`src/mfpc_pkg.sv`:
```
// shared constants and types for the general-purpose pin 0 control block
`default_nettype none
package mfpc_pkg;

    localparam logic [7:0] PIN0_ROLE_CONTROL_OFFSET = 8'h88;
    localparam logic [2:0] OWNER_FUNCTION = 3'h0;
    localparam logic [7:0] PIN0_ROLE_CONTROL_RESET = 8'h80;

    localparam int ROLE_HI_BIT = 7;
    localparam int ROLE_LO_BIT = 6;
    localparam int RSVD_HI_BIT = 5;
    localparam int IRQ_EN_BIT = 4;
    localparam int CHANGE_FLAG_BIT = 3;
    localparam int RSVD_LO_BIT = 2;
    localparam int OUT_VALUE_BIT = 1;
    localparam int IN_VALUE_BIT = 0;

    localparam int SYNC_STAGES = 2;

    // encodings follow declaration order: 00, 01, 10, 11
    typedef enum logic [1:0] {
        ROLE_ACTIVITY,
        ROLE_VIDEO_STATUS,
        ROLE_INPUT,
        ROLE_OUTPUT
    } mfpc_role_t;

    localparam mfpc_role_t ROLE_RESET = mfpc_role_t'(PIN0_ROLE_CONTROL_RESET[7:6]);
    localparam logic IRQ_EN_RESET = PIN0_ROLE_CONTROL_RESET[4];
    localparam logic CHANGE_FLAG_RESET = PIN0_ROLE_CONTROL_RESET[3];
    localparam logic OUT_VALUE_RESET = PIN0_ROLE_CONTROL_RESET[1];
    localparam logic IN_VALUE_RESET = PIN0_ROLE_CONTROL_RESET[0];

    // one configuration-space access cycle
    typedef struct packed {
        logic write;
        logic read;
        logic [2:0] func;
        logic [7:0] addr;
        logic [7:0] data;
    } mfpc_cfg_req_t;

    // terminal drive, two-signal form
    typedef struct packed {
        logic level;
        logic enable;
    } mfpc_pin_drive_t;

endpackage
`default_nettype wire

```
`src/mfpc_sync.sv`:
```
// multi-stage level synchroniser for the terminal input
`timescale 1ns/1ps
`default_nettype none
module mfpc_sync #(
    parameter int STAGES = mfpc_pkg::SYNC_STAGES
) (
    input wire logic sys_clk,
    input wire logic rst,
    input wire logic ce,
    input wire logic asyncIn,
    output logic syncOut
);

    logic [STAGES-1:0] chain_q;

    // only the last stage is read outside; earlier stages feed the next one alone
    always_ff @(posedge sys_clk or posedge rst) begin
        if (rst) begin
            chain_q <= '0;
        end else if (ce) begin
            chain_q <= {chain_q[STAGES-2:0], asyncIn};
        end
    end

    assign syncOut = chain_q[STAGES-1];

endmodule
`default_nettype wire

```
`src/mfpc_pin0_ctrl.sv`:
```
// general-purpose pin 0 role control register and terminal logic
// Behaviour
// - bits 7-6 pick the terminal role: 00 activity, 01 video status, 10 input, 11 output.
// - after reset the register reads 80h: input role, enable, flag and output bit all clear.
// - in role 00 the terminal is driven high while socket 0 is carrying out accesses.
// - in role 01 the terminal shows whether the video port output drivers are enabled.
// - the video-enabled condition is the top bit of the multimedia control register.
// - bits 5 and 2 always read zero and writes to them are ignored.
// - in input role the change flag in bit 3 is set whenever the captured input toggles.
// - the change flag stays set until software writes a one to it, which clears it unless an input toggle comes in the same cycle.
// - with bit 4 set, a set change flag raises the socket A card status change interrupt.
// - in output role the terminal is driven with bit 1, and writes to bit 1 update it.
// - in input and output roles bit 0 returns the level present on the terminal.
`timescale 1ns/1ps
`default_nettype none
module mfpc_pin0_ctrl #(
    parameter int SYNC_DEPTH = mfpc_pkg::SYNC_STAGES
) (
    input wire logic sys_clk,
    input wire logic rst,
    input wire logic ce,
    input wire mfpc_pkg::mfpc_cfg_req_t cfgReq,
    output logic [7:0] cfgRdData,
    output logic cfgRdValid,
    input wire logic socket0Active,
    input wire logic videoOutputEnable,
    input wire logic pinIn,
    output logic pinOut,
    output logic pinOe,
    output logic cardStatusChangeIrq
);

    // register fields
    mfpc_pkg::mfpc_role_t pinRoleField_q;
    mfpc_pkg::mfpc_role_t pinRoleField_d;
    logic changeIrqEnable_q;
    logic changeIrqEnable_d;
    logic inputChangeFlag_q;
    logic inputChangeFlag_d;
    logic outputValueBit_q;
    logic outputValueBit_d;
    logic inputValueBit_q;
    logic inputValueBit_d;

    // output flops
    logic [7:0] cfgRdData_q;
    logic [7:0] cfgRdData_d;
    logic cfgRdValid_q;
    mfpc_pkg::mfpc_pin_drive_t pinDrive_q;
    mfpc_pkg::mfpc_pin_drive_t pinDrive_d;
    logic irq_q;
    logic irq_d;

    // decode
    logic regHit;
    logic wrHit;
    logic rdHit;
    logic syncLevel;
    logic inputRole;
    logic sampleRole;
    logic changeEvent;
    logic clearFlag;
    logic [7:0] regView;
    mfpc_pkg::mfpc_role_t wrRole;

    mfpc_sync #(
        .STAGES(SYNC_DEPTH)
    ) u_sync (
        .sys_clk(sys_clk),
        .rst(rst),
        .ce(ce),
        .asyncIn(pinIn),
        .syncOut(syncLevel)
    );

    // function 1 aliases of the offset are not decoded on purpose; reads there are answered with 00h
    assign regHit = (cfgReq.func == mfpc_pkg::OWNER_FUNCTION)
        && (cfgReq.addr == mfpc_pkg::PIN0_ROLE_CONTROL_OFFSET);
    assign wrHit = cfgReq.write && regHit;
    assign rdHit = cfgReq.read && regHit;
    assign wrRole = mfpc_pkg::mfpc_role_t'(
        cfgReq.data[mfpc_pkg::ROLE_HI_BIT:mfpc_pkg::ROLE_LO_BIT]);

    assign inputRole = (pinRoleField_q == mfpc_pkg::ROLE_INPUT);
    assign sampleRole = inputRole || (pinRoleField_q == mfpc_pkg::ROLE_OUTPUT);

    // compare against the held bit, so a toggle is seen once per edge of the level
    assign changeEvent = inputRole && (syncLevel != inputValueBit_q);
    assign clearFlag = wrHit && cfgReq.data[mfpc_pkg::CHANGE_FLAG_BIT];

    // reserved positions are constant zero
    assign regView = {
        pinRoleField_q,
        1'b0,
        changeIrqEnable_q,
        inputChangeFlag_q,
        1'b0,
        outputValueBit_q,
        inputValueBit_q
    };

    assign pinRoleField_d = wrHit ? wrRole : pinRoleField_q;
    assign changeIrqEnable_d = wrHit ? cfgReq.data[mfpc_pkg::IRQ_EN_BIT] : changeIrqEnable_q;
    assign outputValueBit_d = wrHit ? cfgReq.data[mfpc_pkg::OUT_VALUE_BIT] : outputValueBit_q;

    // a toggle in the clearing cycle keeps the flag set
    assign inputChangeFlag_d = changeEvent ? 1'b1
        : (clearFlag ? 1'b0 : inputChangeFlag_q);

    // bit 0 is written by hardware only; in other roles it keeps its last sample
    assign inputValueBit_d = sampleRole ? syncLevel : inputValueBit_q;

    assign cfgRdData_d = rdHit ? regView : 8'h00;

    // level interrupt, removed when either the enable or the flag drops
    assign irq_d = changeIrqEnable_q && inputChangeFlag_q;

    always_comb begin
        pinDrive_d = '{level: 1'b0, enable: 1'b0};
        case (pinRoleField_q)
            mfpc_pkg::ROLE_ACTIVITY: begin
                pinDrive_d = '{level: socket0Active, enable: 1'b1};
            end
            mfpc_pkg::ROLE_VIDEO_STATUS: begin
                // neighbouring register bit 7; when clear the video pins float
                pinDrive_d = '{level: videoOutputEnable, enable: 1'b1};
            end
            mfpc_pkg::ROLE_INPUT: begin
                pinDrive_d = '{level: 1'b0, enable: 1'b0};
            end
            mfpc_pkg::ROLE_OUTPUT: begin
                pinDrive_d = '{level: outputValueBit_q, enable: 1'b1};
            end
            default: begin
                pinDrive_d = '{level: 1'b0, enable: 1'b0};
            end
        endcase
    end

    always_ff @(posedge sys_clk or posedge rst) begin
        if (rst) begin
            pinRoleField_q <= mfpc_pkg::ROLE_RESET;
            changeIrqEnable_q <= mfpc_pkg::IRQ_EN_RESET;
            inputChangeFlag_q <= mfpc_pkg::CHANGE_FLAG_RESET;
            outputValueBit_q <= mfpc_pkg::OUT_VALUE_RESET;
            inputValueBit_q <= mfpc_pkg::IN_VALUE_RESET;
        end else if (ce) begin
            pinRoleField_q <= pinRoleField_d;
            changeIrqEnable_q <= changeIrqEnable_d;
            inputChangeFlag_q <= inputChangeFlag_d;
            outputValueBit_q <= outputValueBit_d;
            inputValueBit_q <= inputValueBit_d;
        end
    end

    always_ff @(posedge sys_clk or posedge rst) begin
        if (rst) begin
            cfgRdData_q <= 8'h00;
            cfgRdValid_q <= 1'b0;
            pinDrive_q <= '{level: 1'b0, enable: 1'b0};
            irq_q <= 1'b0;
        end else if (ce) begin
            cfgRdData_q <= cfgRdData_d;
            cfgRdValid_q <= cfgReq.read;
            pinDrive_q <= pinDrive_d;
            irq_q <= irq_d;
        end
    end

    assign cfgRdData = cfgRdData_q;
    assign cfgRdValid = cfgRdValid_q;
    assign pinOut = pinDrive_q.level;
    assign pinOe = pinDrive_q.enable;
    assign cardStatusChangeIrq = irq_q;

    AST_RESET_VALUE: assert property (@(posedge sys_clk)
        $past(rst) && !rst |-> regView == mfpc_pkg::PIN0_ROLE_CONTROL_RESET)
        else $error("register did not read 80h after reset");

    AST_INPUT_FLOATS: assert property (@(posedge sys_clk) disable iff (rst)
        ce && pinRoleField_q == mfpc_pkg::ROLE_INPUT |=> !pinOe)
        else $error("terminal driven in input role");

    AST_ACTIVITY_DRIVE: assert property (@(posedge sys_clk) disable iff (rst)
        ce && pinRoleField_q == mfpc_pkg::ROLE_ACTIVITY
        |=> pinOe && pinOut == $past(socket0Active))
        else $error("activity role does not follow socket 0 activity");

    AST_VIDEO_STATUS: assert property (@(posedge sys_clk) disable iff (rst)
        ce && pinRoleField_q == mfpc_pkg::ROLE_VIDEO_STATUS
        |=> pinOe && pinOut == $past(videoOutputEnable))
        else $error("video status role does not follow the video output enable");

    AST_OUTPUT_DRIVE: assert property (@(posedge sys_clk) disable iff (rst)
        ce && wrHit && wrRole == mfpc_pkg::ROLE_OUTPUT ##1 ce
        |=> pinOe && pinOut == $past(cfgReq.data[mfpc_pkg::OUT_VALUE_BIT], 2))
        else $error("output role does not drive the written output bit");

    AST_RESERVED_ZERO: assert property (@(posedge sys_clk) disable iff (rst)
        cfgRdValid |-> !cfgRdData[mfpc_pkg::RSVD_HI_BIT] && !cfgRdData[mfpc_pkg::RSVD_LO_BIT])
        else $error("reserved bit read back as one");

    AST_CHANGE_SETS_FLAG: assert property (@(posedge sys_clk) disable iff (rst)
        ce && inputRole && $changed(syncLevel) && syncLevel != inputValueBit_q
        |=> inputChangeFlag_q)
        else $error("input toggle did not set the change flag");

    AST_FLAG_STICKY: assert property (@(posedge sys_clk) disable iff (rst)
        inputChangeFlag_q && !(ce && clearFlag) |=> inputChangeFlag_q)
        else $error("change flag dropped without a write of one");

    AST_FLAG_CLEAR: assert property (@(posedge sys_clk) disable iff (rst)
        ce && clearFlag && !changeEvent |=> !inputChangeFlag_q)
        else $error("write of one did not clear the change flag");

    AST_NO_SOFT_SET: assert property (@(posedge sys_clk) disable iff (rst)
        ce && !inputChangeFlag_q && !changeEvent |=> !inputChangeFlag_q)
        else $error("change flag set without an input toggle");

    AST_IRQ_RAISED: assert property (@(posedge sys_clk) disable iff (rst)
        ce && changeEvent && changeIrqEnable_q ##1 ce && changeIrqEnable_q
        |=> cardStatusChangeIrq)
        else $error("enabled change flag did not raise the interrupt");

    AST_IRQ_CAUSED: assert property (@(posedge sys_clk) disable iff (rst)
        $rose(cardStatusChangeIrq) |-> $past(changeIrqEnable_q) && $past(inputChangeFlag_q))
        else $error("interrupt raised without enable and flag");

    AST_INPUT_SAMPLE: assert property (@(posedge sys_clk) disable iff (rst)
        ce && sampleRole ##1 ce && sampleRole && $stable(pinIn)[*1] ##1 ce && sampleRole
        |=> inputValueBit_q == $past(pinIn, 3))
        else $error("input bit does not track the terminal level");

    AST_READ_ANSWER: assert property (@(posedge sys_clk) disable iff (rst)
        ce && cfgReq.read && !regHit |=> cfgRdValid && cfgRdData == 8'h00)
        else $error("read outside function 0 offset 88h returned data");

    AST_SET_WINS: assert property (@(posedge sys_clk) disable iff (rst)
        ce && changeEvent |=> inputChangeFlag_q)
        else $error("change flag lost a toggle that met a clearing write");

    AST_FLAG_NEEDS_INPUT_ROLE: assert property (@(posedge sys_clk) disable iff (rst)
        ce && !inputRole && !inputChangeFlag_q |=> !inputChangeFlag_q)
        else $error("change flag set outside the input role");

    AST_ROLE_WRITE: assert property (@(posedge sys_clk) disable iff (rst)
        ce && wrHit |=> pinRoleField_q == $past(wrRole))
        else $error("role field did not take the written value");

    AST_ROLE_HOLD: assert property (@(posedge sys_clk) disable iff (rst)
        ce && !wrHit |=> $stable(pinRoleField_q))
        else $error("role field changed without a write");

    AST_DRIVEN_ROLES: assert property (@(posedge sys_clk) disable iff (rst)
        ce && pinRoleField_q != mfpc_pkg::ROLE_INPUT |=> pinOe)
        else $error("terminal not driven outside the input role");

    AST_ENABLE_WRITE: assert property (@(posedge sys_clk) disable iff (rst)
        ce && wrHit |=> changeIrqEnable_q == $past(cfgReq.data[mfpc_pkg::IRQ_EN_BIT]))
        else $error("interrupt enable did not take the written value");

    AST_OUT_BIT_WRITE: assert property (@(posedge sys_clk) disable iff (rst)
        ce && wrHit |=> outputValueBit_q == $past(cfgReq.data[mfpc_pkg::OUT_VALUE_BIT]))
        else $error("output bit did not take the written value");

    AST_MISSED_WRITE: assert property (@(posedge sys_clk) disable iff (rst)
        ce && cfgReq.write && !regHit
        |=> $stable(pinRoleField_q) && $stable(changeIrqEnable_q) && $stable(outputValueBit_q))
        else $error("write outside function 0 offset 88h changed the register");

    AST_READ_DATA: assert property (@(posedge sys_clk) disable iff (rst)
        ce && rdHit |=> cfgRdValid && cfgRdData == $past(regView))
        else $error("read did not return the register contents");

    AST_READ_IDLE: assert property (@(posedge sys_clk) disable iff (rst)
        ce && !cfgReq.read |=> !cfgRdValid && cfgRdData == 8'h00)
        else $error("read answer shown without a read");

    AST_HELD_IN_BIT: assert property (@(posedge sys_clk) disable iff (rst)
        ce && !sampleRole |=> $stable(inputValueBit_q))
        else $error("input bit moved outside the input and output roles");

    AST_IRQ_FROM_FLAG: assert property (@(posedge sys_clk) disable iff (rst)
        ce && changeIrqEnable_q && inputChangeFlag_q |=> cardStatusChangeIrq)
        else $error("enabled change flag is not shown as an interrupt");

    AST_IRQ_NEEDS_ENABLE: assert property (@(posedge sys_clk) disable iff (rst)
        ce && !changeIrqEnable_q |=> !cardStatusChangeIrq)
        else $error("interrupt raised while disabled");

    AST_IRQ_NEEDS_FLAG: assert property (@(posedge sys_clk) disable iff (rst)
        ce && !inputChangeFlag_q |=> !cardStatusChangeIrq)
        else $error("interrupt raised with the change flag clear");

    AST_CLEAR_DROPS_IRQ: assert property (@(posedge sys_clk) disable iff (rst)
        ce && clearFlag && !changeEvent ##1 ce |=> !cardStatusChangeIrq)
        else $error("interrupt stayed up after the change flag was cleared");

    AST_RESET_DRIVE: assert property (@(posedge sys_clk)
        $past(rst) && !rst |-> !pinOe && !cardStatusChangeIrq && !cfgRdValid)
        else $error("outputs not at their reset levels after reset");

endmodule
`default_nettype wire

```
`config.mk`:
```
export PLATFORM = sky130hd
export DESIGN_NAME = mfpc_pin0_ctrl
export DESIGN_NICKNAME = d
export VERILOG_FILES = /design/src/mfpc_pkg.sv /design/src/mfpc_sync.sv /design/src/mfpc_pin0_ctrl.sv
export SDC_FILE = /design/constraint.sdc
export NUM_CORES = 1
export LEC_CHECK = 0
export BUFFER_PORTS_ARGS = -buffer_cell sky130_fd_sc_hd__clkbuf_2
export CAP_MARGIN = 15
export CORE_UTILIZATION = 40
export DETAILED_ROUTE_END_ITERATION = 16
export GPL_ROUTABILITY_DRIVEN = 0
export HOLD_SLACK_MARGIN = 0.15
export MAX_ROUTING_LAYER = met4
export PLACE_DENSITY = 0.71
export RECOVER_POWER = 100
export REMOVE_ABC_BUFFERS = 1
export SYNTH_ARGS = -nofsm -noshare
export SYNTH_HDL_FRONTEND = slang
export SYNTH_HIERARCHICAL = 1
export SYNTH_SLANG_ARGS = --single-unit
export TNS_END_PERCENT = 20
```
`constraint.sdc`:
```
create_clock -name sys_clk -period 1.2 [get_ports sys_clk]
set_clock_uncertainty 0.1 [all_clocks]
set_input_delay 0 -clock sys_clk [delete_from_list [all_inputs] [get_ports sys_clk]]
set_output_delay 0 -clock sys_clk [all_outputs]
set_load 0.005 [all_outputs]
```
==> impl_metrics.json, run 1 <==
{
  "pwr-share-clk_pct": 31.4,
  "grt_setup_unrepaired": "yes",
  "drt.antenna.violating_nets": 0,
  "die_x_um": 47.6,
  "synth_area_per_cell_um2": 11.4,
  "arrival_ps": 1370,
  "max_cap_violations": 0,
  "comb_power_share_pct": 13.2,
  "vias": 724,
  "drv_slew": 0,
  "cts_sinks": 18,
  "n_antenna_cell": 0,
  "min_period_over_period_pct": 107,
  "slowest_stage": "dfstp_2",
  "pwr-share-seq_pct": 55.4,
  "hold_viol_final": 0,
  "grt_max_degree": 17,
  "io-pin-count": 39,
  "cp-start-kind": "flop",
  "rrSetupSlack_ps": -90,
  "drc": 0,
  "via_per_inst": 4.73,
  "grt_pass1_vias": 664,
  "die_area_mm2": 0.00227,
  "grt_pass1_wl_mm": 2.66,
  "clk_latency_ps": 290,
  "p_total_w": 0.00115,
  "place.detailed.hpwl_mm": 1.19,
  "dr.pass1.iters": 4,
  "path_clk_slew_ps": 100,
  "max_clock_freq_mhz": 776,
  "critical_path.top_delay_family": "flip-flops",
  "routedWlPerCell_um": 11.5,
  "slowest_delay_ps": 550,
  "p_per_area_mw_per_mm2": 952,
  "ys_types": 24,
  "clockBufferDepth": 2,
  "vdd_drop_max_uv": 750,
  "fp.dieH_um": 47.6,
  "cts_max_level": 1,
  "yosysSeqAreaShare_pct": 54.2,
  "p_int_w": 0.000901,
  "setup_violations": 2,
  "drt_iter0_markers": 11,
  "initial_core_util_pct": 42.5,
  "netlist_area_um2": 833,
  "worst-setup-path-type": "reg -> reg",
  "rr_worst_depth": 3,
  "final_nets": 154,
  "ys_ff_latch": 18,
  "r2r_start": "pinRoleField_q[1]",
  "core_mm2": 0.00196,
  "pre_cts_slack_ps": -148,
  "yosysWarningCount": 6,
  "hold_path_class": "in -> reg",
  "grt-ovfl-total": 0,
  "ctsHoldBuffers": 13,
  "antenna_found_initial": 0,
  "synth_cells": 73,
  "fin_hold_ws_ps": 89.6,
  "ctsRootBufferMaster": "clkbuf_4",
  "setup_ws_ps": -88.4,
  "min_period_ps": 1290,
  "violations": "setup timing",
  "tightest_slew_ps": 576,
  "cts_buffers": 3,
  "port_buffers": 33,
  "crit_path_start": "pinRoleField_q[1]",
  "status": "complete, but fails checks",
  "cp-end-kind": "flop",
  "path_buf_inv": 0,
  "leakage_nw": 0.580,
  "cts_tree": "built",
  "cp-endpoint": "pinOut",
  "layout-drive-gt1-share_pct": 36.5,
  "drt_wl_total_mm": 1.76,
  "cp.depth": 3,
  "r2r-end": "pinOut",
  "worstPathCellList": "mux2_4, a22oi_2, a21oi_2",
  "cp_max_fo": 2,
  "p_sw_share_pct": 21.6,
  "track_usage_pct": 17.7,
  "area_growth_syn_to_layout_pct": 44.7,
  "relSlewSlack_pct": 61.6,
  "switching_power_w": 0.000248,
  "crit_required_ps": 1280,
  "rows": 16
}
## worst min path at each step
stage	startpoint	to	slack, ps	depth (start not counted)
after floorplan	rst	u_sync/chain_q[0]	-360	1
after global placement	rst	u_sync/chain_q[0]	-260	2
after detailed placement	rst	u_sync/chain_q[0]	-250	2
after CTS	cfgReq[14]	outputValueBit_q	60	4
after global routing	cfgReq[13]	inputChangeFlag_q	100	5
final	cfgReq[13]	inputChangeFlag_q	90	5
## layout by cell type, fill, tap and decap left out
master | Yosys | final
and3_1 | 1 | 1
buf_4 | 2 | 5
nand2_1 | 1 | 1
dlymetal6s4s_1 | 0 | 1
conb_1 | 1 | 2
nand4_1 | 2 | 3
a22o_1 | 1 | 1
nor4b_4 | 1 | 1
clkbuf_2 | 0 | 24
xor2_1 | 1 | 1
mux2_2 | 7 | 6
nor2_2 | 0 | 1
clkbuf_1 | 1 | 9
mux2_4 | 0 | 1
a22oi_2 | 0 | 1
and2_1 | 2 | 2
mux2_1 | 2 | 2
inv_1 | 15 | 15
nor2_1 | 5 | 4
dfrtp_1 | 17 | 17
dlygate4sd3_1 | 0 | 12
o21ai_0 | 1 | 1
a21oi_2 | 0 | 1
clkbuf_4 | 0 | 3
nor4_1 | 0 | 1
dfstp_2 | 1 | 1
nand3_1 | 1 | 1
nor3b_2 | 1 | 1
clkbuf_8 | 0 | 1
o22ai_1 | 6 | 6
## worst register-to-register path, delay by kind of cell (launching register included)
kind | cells | cell delay (ps)
compound gates | 2 | 230
flops | 1 | 550
mux | 1 | 300
## metrics by stage
step           utilization, %  instance area, um2  instances  setup TNS, ps
5_1_grt                  61.5                1210        153           -205
2_1_floorplan               -                 818         71           -125
3_3_place_gp             53.8                1050        136           -103
3_5_place_dp             53.8                1050        136           -219
4_1_cts                  62.7                1230        153           -165
6_report                 61.5                1210        153           -120
## synthesized netlist by cell type, drive strengths merged
cell type	n	share of area [%]
nor4b	1	2.9
nand4	3	3.0
o22ai	6	4.5
dfstp	1	3.2
nor4	1	2.6
and2	2	1.5
a22o	1	1.1
o21ai	1	0.60
and3	1	0.75
dfrtp	17	51
xor2	1	1.1
a22oi	1	0.90
nor2	5	2.3
mux2	9	12
nand3	1	0.60
clkbuf	1	0.45
buf	2	1.8
inv	15	6.8
nor3b	1	1.5
nand2	1	0.45
a21oi	1	0.60
conb	1	0.45
## cell type report
type	count	area, um2
clock buffers	4	36.3
fillers	183	756
inverters	15	56.3
multi-input cells	38	304
flip-flops and latches	18	452
well taps	27	33.8
repair buffers	51	324
## registers in the layout, summed over array words and instances (netlist names)
name,count
pinOe,1
cfgRdValid,1
inputValueBit_q,1
cardStatusChangeIrq,1
changeIrqEnable_q,1
outputValueBit_q,1
pinOut,1
pinRoleField_q,2
inputChangeFlag_q,1
cfgRdData,6
u_sync/chain_q,2
## power groups by stage
stage	sequential [W]	combinational, W	clock [W]
CTS	0.000636	0.000156	0.000373
finish	0.000636	0.000151	0.000361
global route	0.000639	0.000169	0.000401
floorplan	0.000646	0.0000476	0
global placement	0.000647	0.000117	0
detailed placement	0.000648	0.000119	0
## logic make-up (layout without fill, tap and decap cells)
kind of cell           count (synthesis)  count (layout)  synth area share (%)
XOR/XNOR                               1               1                  1.05
multiplexers                           9               9                  12.2
flip-flops                            18              18                  54.2
AND/OR/NAND/NOR                       16              16                  15.5
other                                  1               2                 0.450
buffers and inverters                 18              70                  9.01
AO/OA/AOI/OAI                         10              10                  7.66
## metal layers
| layer | track usage (%) | vias to the layer above | part of all wire, % |
|---|---|---|---|
| li1 | - | 349 | - |
| met1 | 18.7 | 343 | 40 |
| met2 | 30.7 | 26 | 52 |
| met3 | 5.66 | 6 | 5.9 |
| met4 | 6.67 | 0 | 2.4 |
| met5 | - | - | 0 |
## what timing repair did
item / CTS / global route
endpoints found under the hold margin: 35 / 5
resized for setup: 2 / 3
setup buffers: 0 / 0
setup endpoints to repair: 2 / 6
pin swaps: 2 / 0
Note: power is estimated with default switching activity, not from simulation.
==> run 2: changes to the inputs <==
- CTS_BUF_LIST: not set -> sky130_fd_sc_hd__clkbuf_8
==> run 2 against run 1 <==
  * The flow still finishes with violations (setup timing)
  * Via count shrank 2.1%
  * Setup slack lost 14 ps
  * Clock power grew 33%
  * Core utilization grew 1.3 points
  * Register-to-register slack is essentially flat
  * First-iteration DRC count shrank 9.1%
  * Count of clock-buffer cells in the layout is the same
  * Critical path type unchanged
  * Largest cell class unchanged
  * Highest routed layer is now met3
==> impl_metrics.json, run 2 (synthesized netlist as in run 1, its figures left out) <==
{
  "status": "complete, but fails checks",
  "violations": "setup timing",
  "setup_violations": 2,
  "fin_hold_ws_ps": 134,
  "arrival_ps": 1340,
  "rows": 16,
  "max_clock_freq_mhz": 768,
  "ctsHoldBuffers": 14,
  "die_area_mm2": 0.00227,
  "final_nets": 155,
  "cts_max_level": 1,
  "drt.antenna.violating_nets": 0,
  "r2r_start": "pinRoleField_q[1]",
  "grt_pass1_vias": 661,
  "max_cap_violations": 0,
  "crit_path_start": "pinRoleField_q[1]",
  "grt_pass1_wl_mm": 2.70,
  "clk_latency_ps": 250,
  "clockBufferDepth": 2,
  "vias": 709,
  "fp.dieH_um": 47.6,
  "worst-setup-path-type": "reg -> reg",
  "post_cts_buffers": 0,
  "setup_ws_ps": -102,
  "rrSetupSlack_ps": -100,
  "cts_buffers": 3,
  "area_growth_syn_to_layout_pct": 47.7,
  "slowest_stage": "dfstp_2",
  "antenna_found_initial": 0,
  "largest_reg_flops": 6,
  "layout-drive-gt1-share_pct": 35.4,
  "tightest_slew_ps": 584,
  "grt_setup_unrepaired": "yes",
  "cts_tree": "built",
  "p_total_w": 0.00127,
  "port_buffers": 33,
  "dr.pass1.iters": 4,
  "routedWlPerCell_um": 11.7,
  "track_usage_pct": 18.1,
  "io-pin-count": 39,
  "vdd_drop_max_uv": 896,
  "fin_tns_setup_ps": -134,
  "fin_cells": 154,
  "core_mm2": 0.00196,
  "drc": 0,
  "die_x_um": 47.6,
  "final_common_cell": "clkbuf_2",
  "crit_required_ps": 1240,
  "min_period_ps": 1300,
  "via_per_inst": 4.60,
  "worstPathCellList": "mux2_4, a22oi_2, a21oi_2",
  "drt_iter0_markers": 10,
  "slowest_delay_ps": 550,
  "hold_path_class": "in -> reg",
  "relSlewSlack_pct": 61.1,
  "min_period_over_period_pct": 109,
  "drv_slew": 0,
  "grt-ovfl-total": 0,
  "dp_cells": 136,
  "cts_sinks": 18,
  "fillers": 181,
  "holdCritStartpoint": "cfgReq[13]",
  "layout_common_cells": "clkbuf_2, dfrtp_1, inv_1, dlygate4sd3_1, clkbuf_1",
  "initial_core_util_pct": 42.5,
  "cp-end-kind": "flop",
  "grt_max_degree": 17,
  "cp-start-kind": "flop",
  "drt_wl_total_mm": 1.80,
  "hold_viol_final": 0,
  "ctsRootBufferMaster": "clkbuf_8",
  "p_per_area_mw_per_mm2": 1030,
  "place.detailed.hpwl_mm": 1.19,
  "final_util_pct": 62.8,
  "path_clk_slew_ps": 60,
  "n_antenna_cell": 0,
  "leakage_nw": 0.579,
  "cp_max_fo": 2
}
==> run 2: changes by cell type in the layout (fill, tap and decap cells not counted) <==
cell             delta
clkdlybuf4s25_1     +1
clkbuf_4            -3
clkbuf_2            -1
clkbuf_8            +3
clkbuf_1            +1
dlygate4sd3_1       +1
dlymetal6s4s_1      -1
==> run 2: layout make-up <==
class	count	area, um2	area share (%)
clock buffers	4	55.1	4.47
inverters	15	56.3	4.57
multi-input cells	38	304	24.7
flip-flops and latches	18	452	36.7
well taps	27	33.8	2.74
repair buffers	52	330	26.8
==> run 2: worst paths after layout <==
| check | to | depth (start not counted) |
|---|---|---|
| hold / removal | inputChangeFlag_q | 5 |
| max in group asynchronous | u_sync/chain_q[1] | 4 |
| setup / recovery | pinOut | 3 |
| hold reg to reg | cfgRdValid | 1 |
| setup reg to reg | pinOut | 3 |
| min in group asynchronous | pinOe | 3 |
==> run 2: stage by stage <==
stage | cell area (um2) | setup WS [ps]
global route | 1230 | -134
global placement | 1050 | -103
finish | 1230 | -102
floorplan | 818 | -125
CTS | 1260 | -95.8
detailed placement | 1050 | -148
==> run 2: critical path: cells and delay by family (launching register included) <==
kind,cells,cell delay (ps)
compound gates,2,240
flops,1,550
mux,1,300
==> run 2: what timing repair did <==
| item | CTS | global route |
|---|---|---|
| setup endpoints to repair | 2 | 10 |
| pin swaps | 2 | 1 |
| gates resized for setup | 2 | 3 |
| endpoints found under the hold margin | 34 | 4 |
==> run 2: layer usage <==
layer  share of wire, %  vias up  routed length, um  global-route usage, %
met3                4.8        0                 87                   7.17
li1                   -      350                  -                      -
met4                  0        0                  0                   2.22
met2                 53       19                952                   30.7
met5                  0        -                  0                      -
met1                 42      340                762                   20.8
==> run 2: where the power goes <==
part | total [W] | switching, W | internal, W
Combinational | 0.000154 | 0.0000614 | 0.0000930
Clock | 0.000479 | 0.000188 | 0.000291
Sequential | 0.000636 | 0.0000114 | 0.000625
Total | 0.00127 | 0.000261 | 0.00101
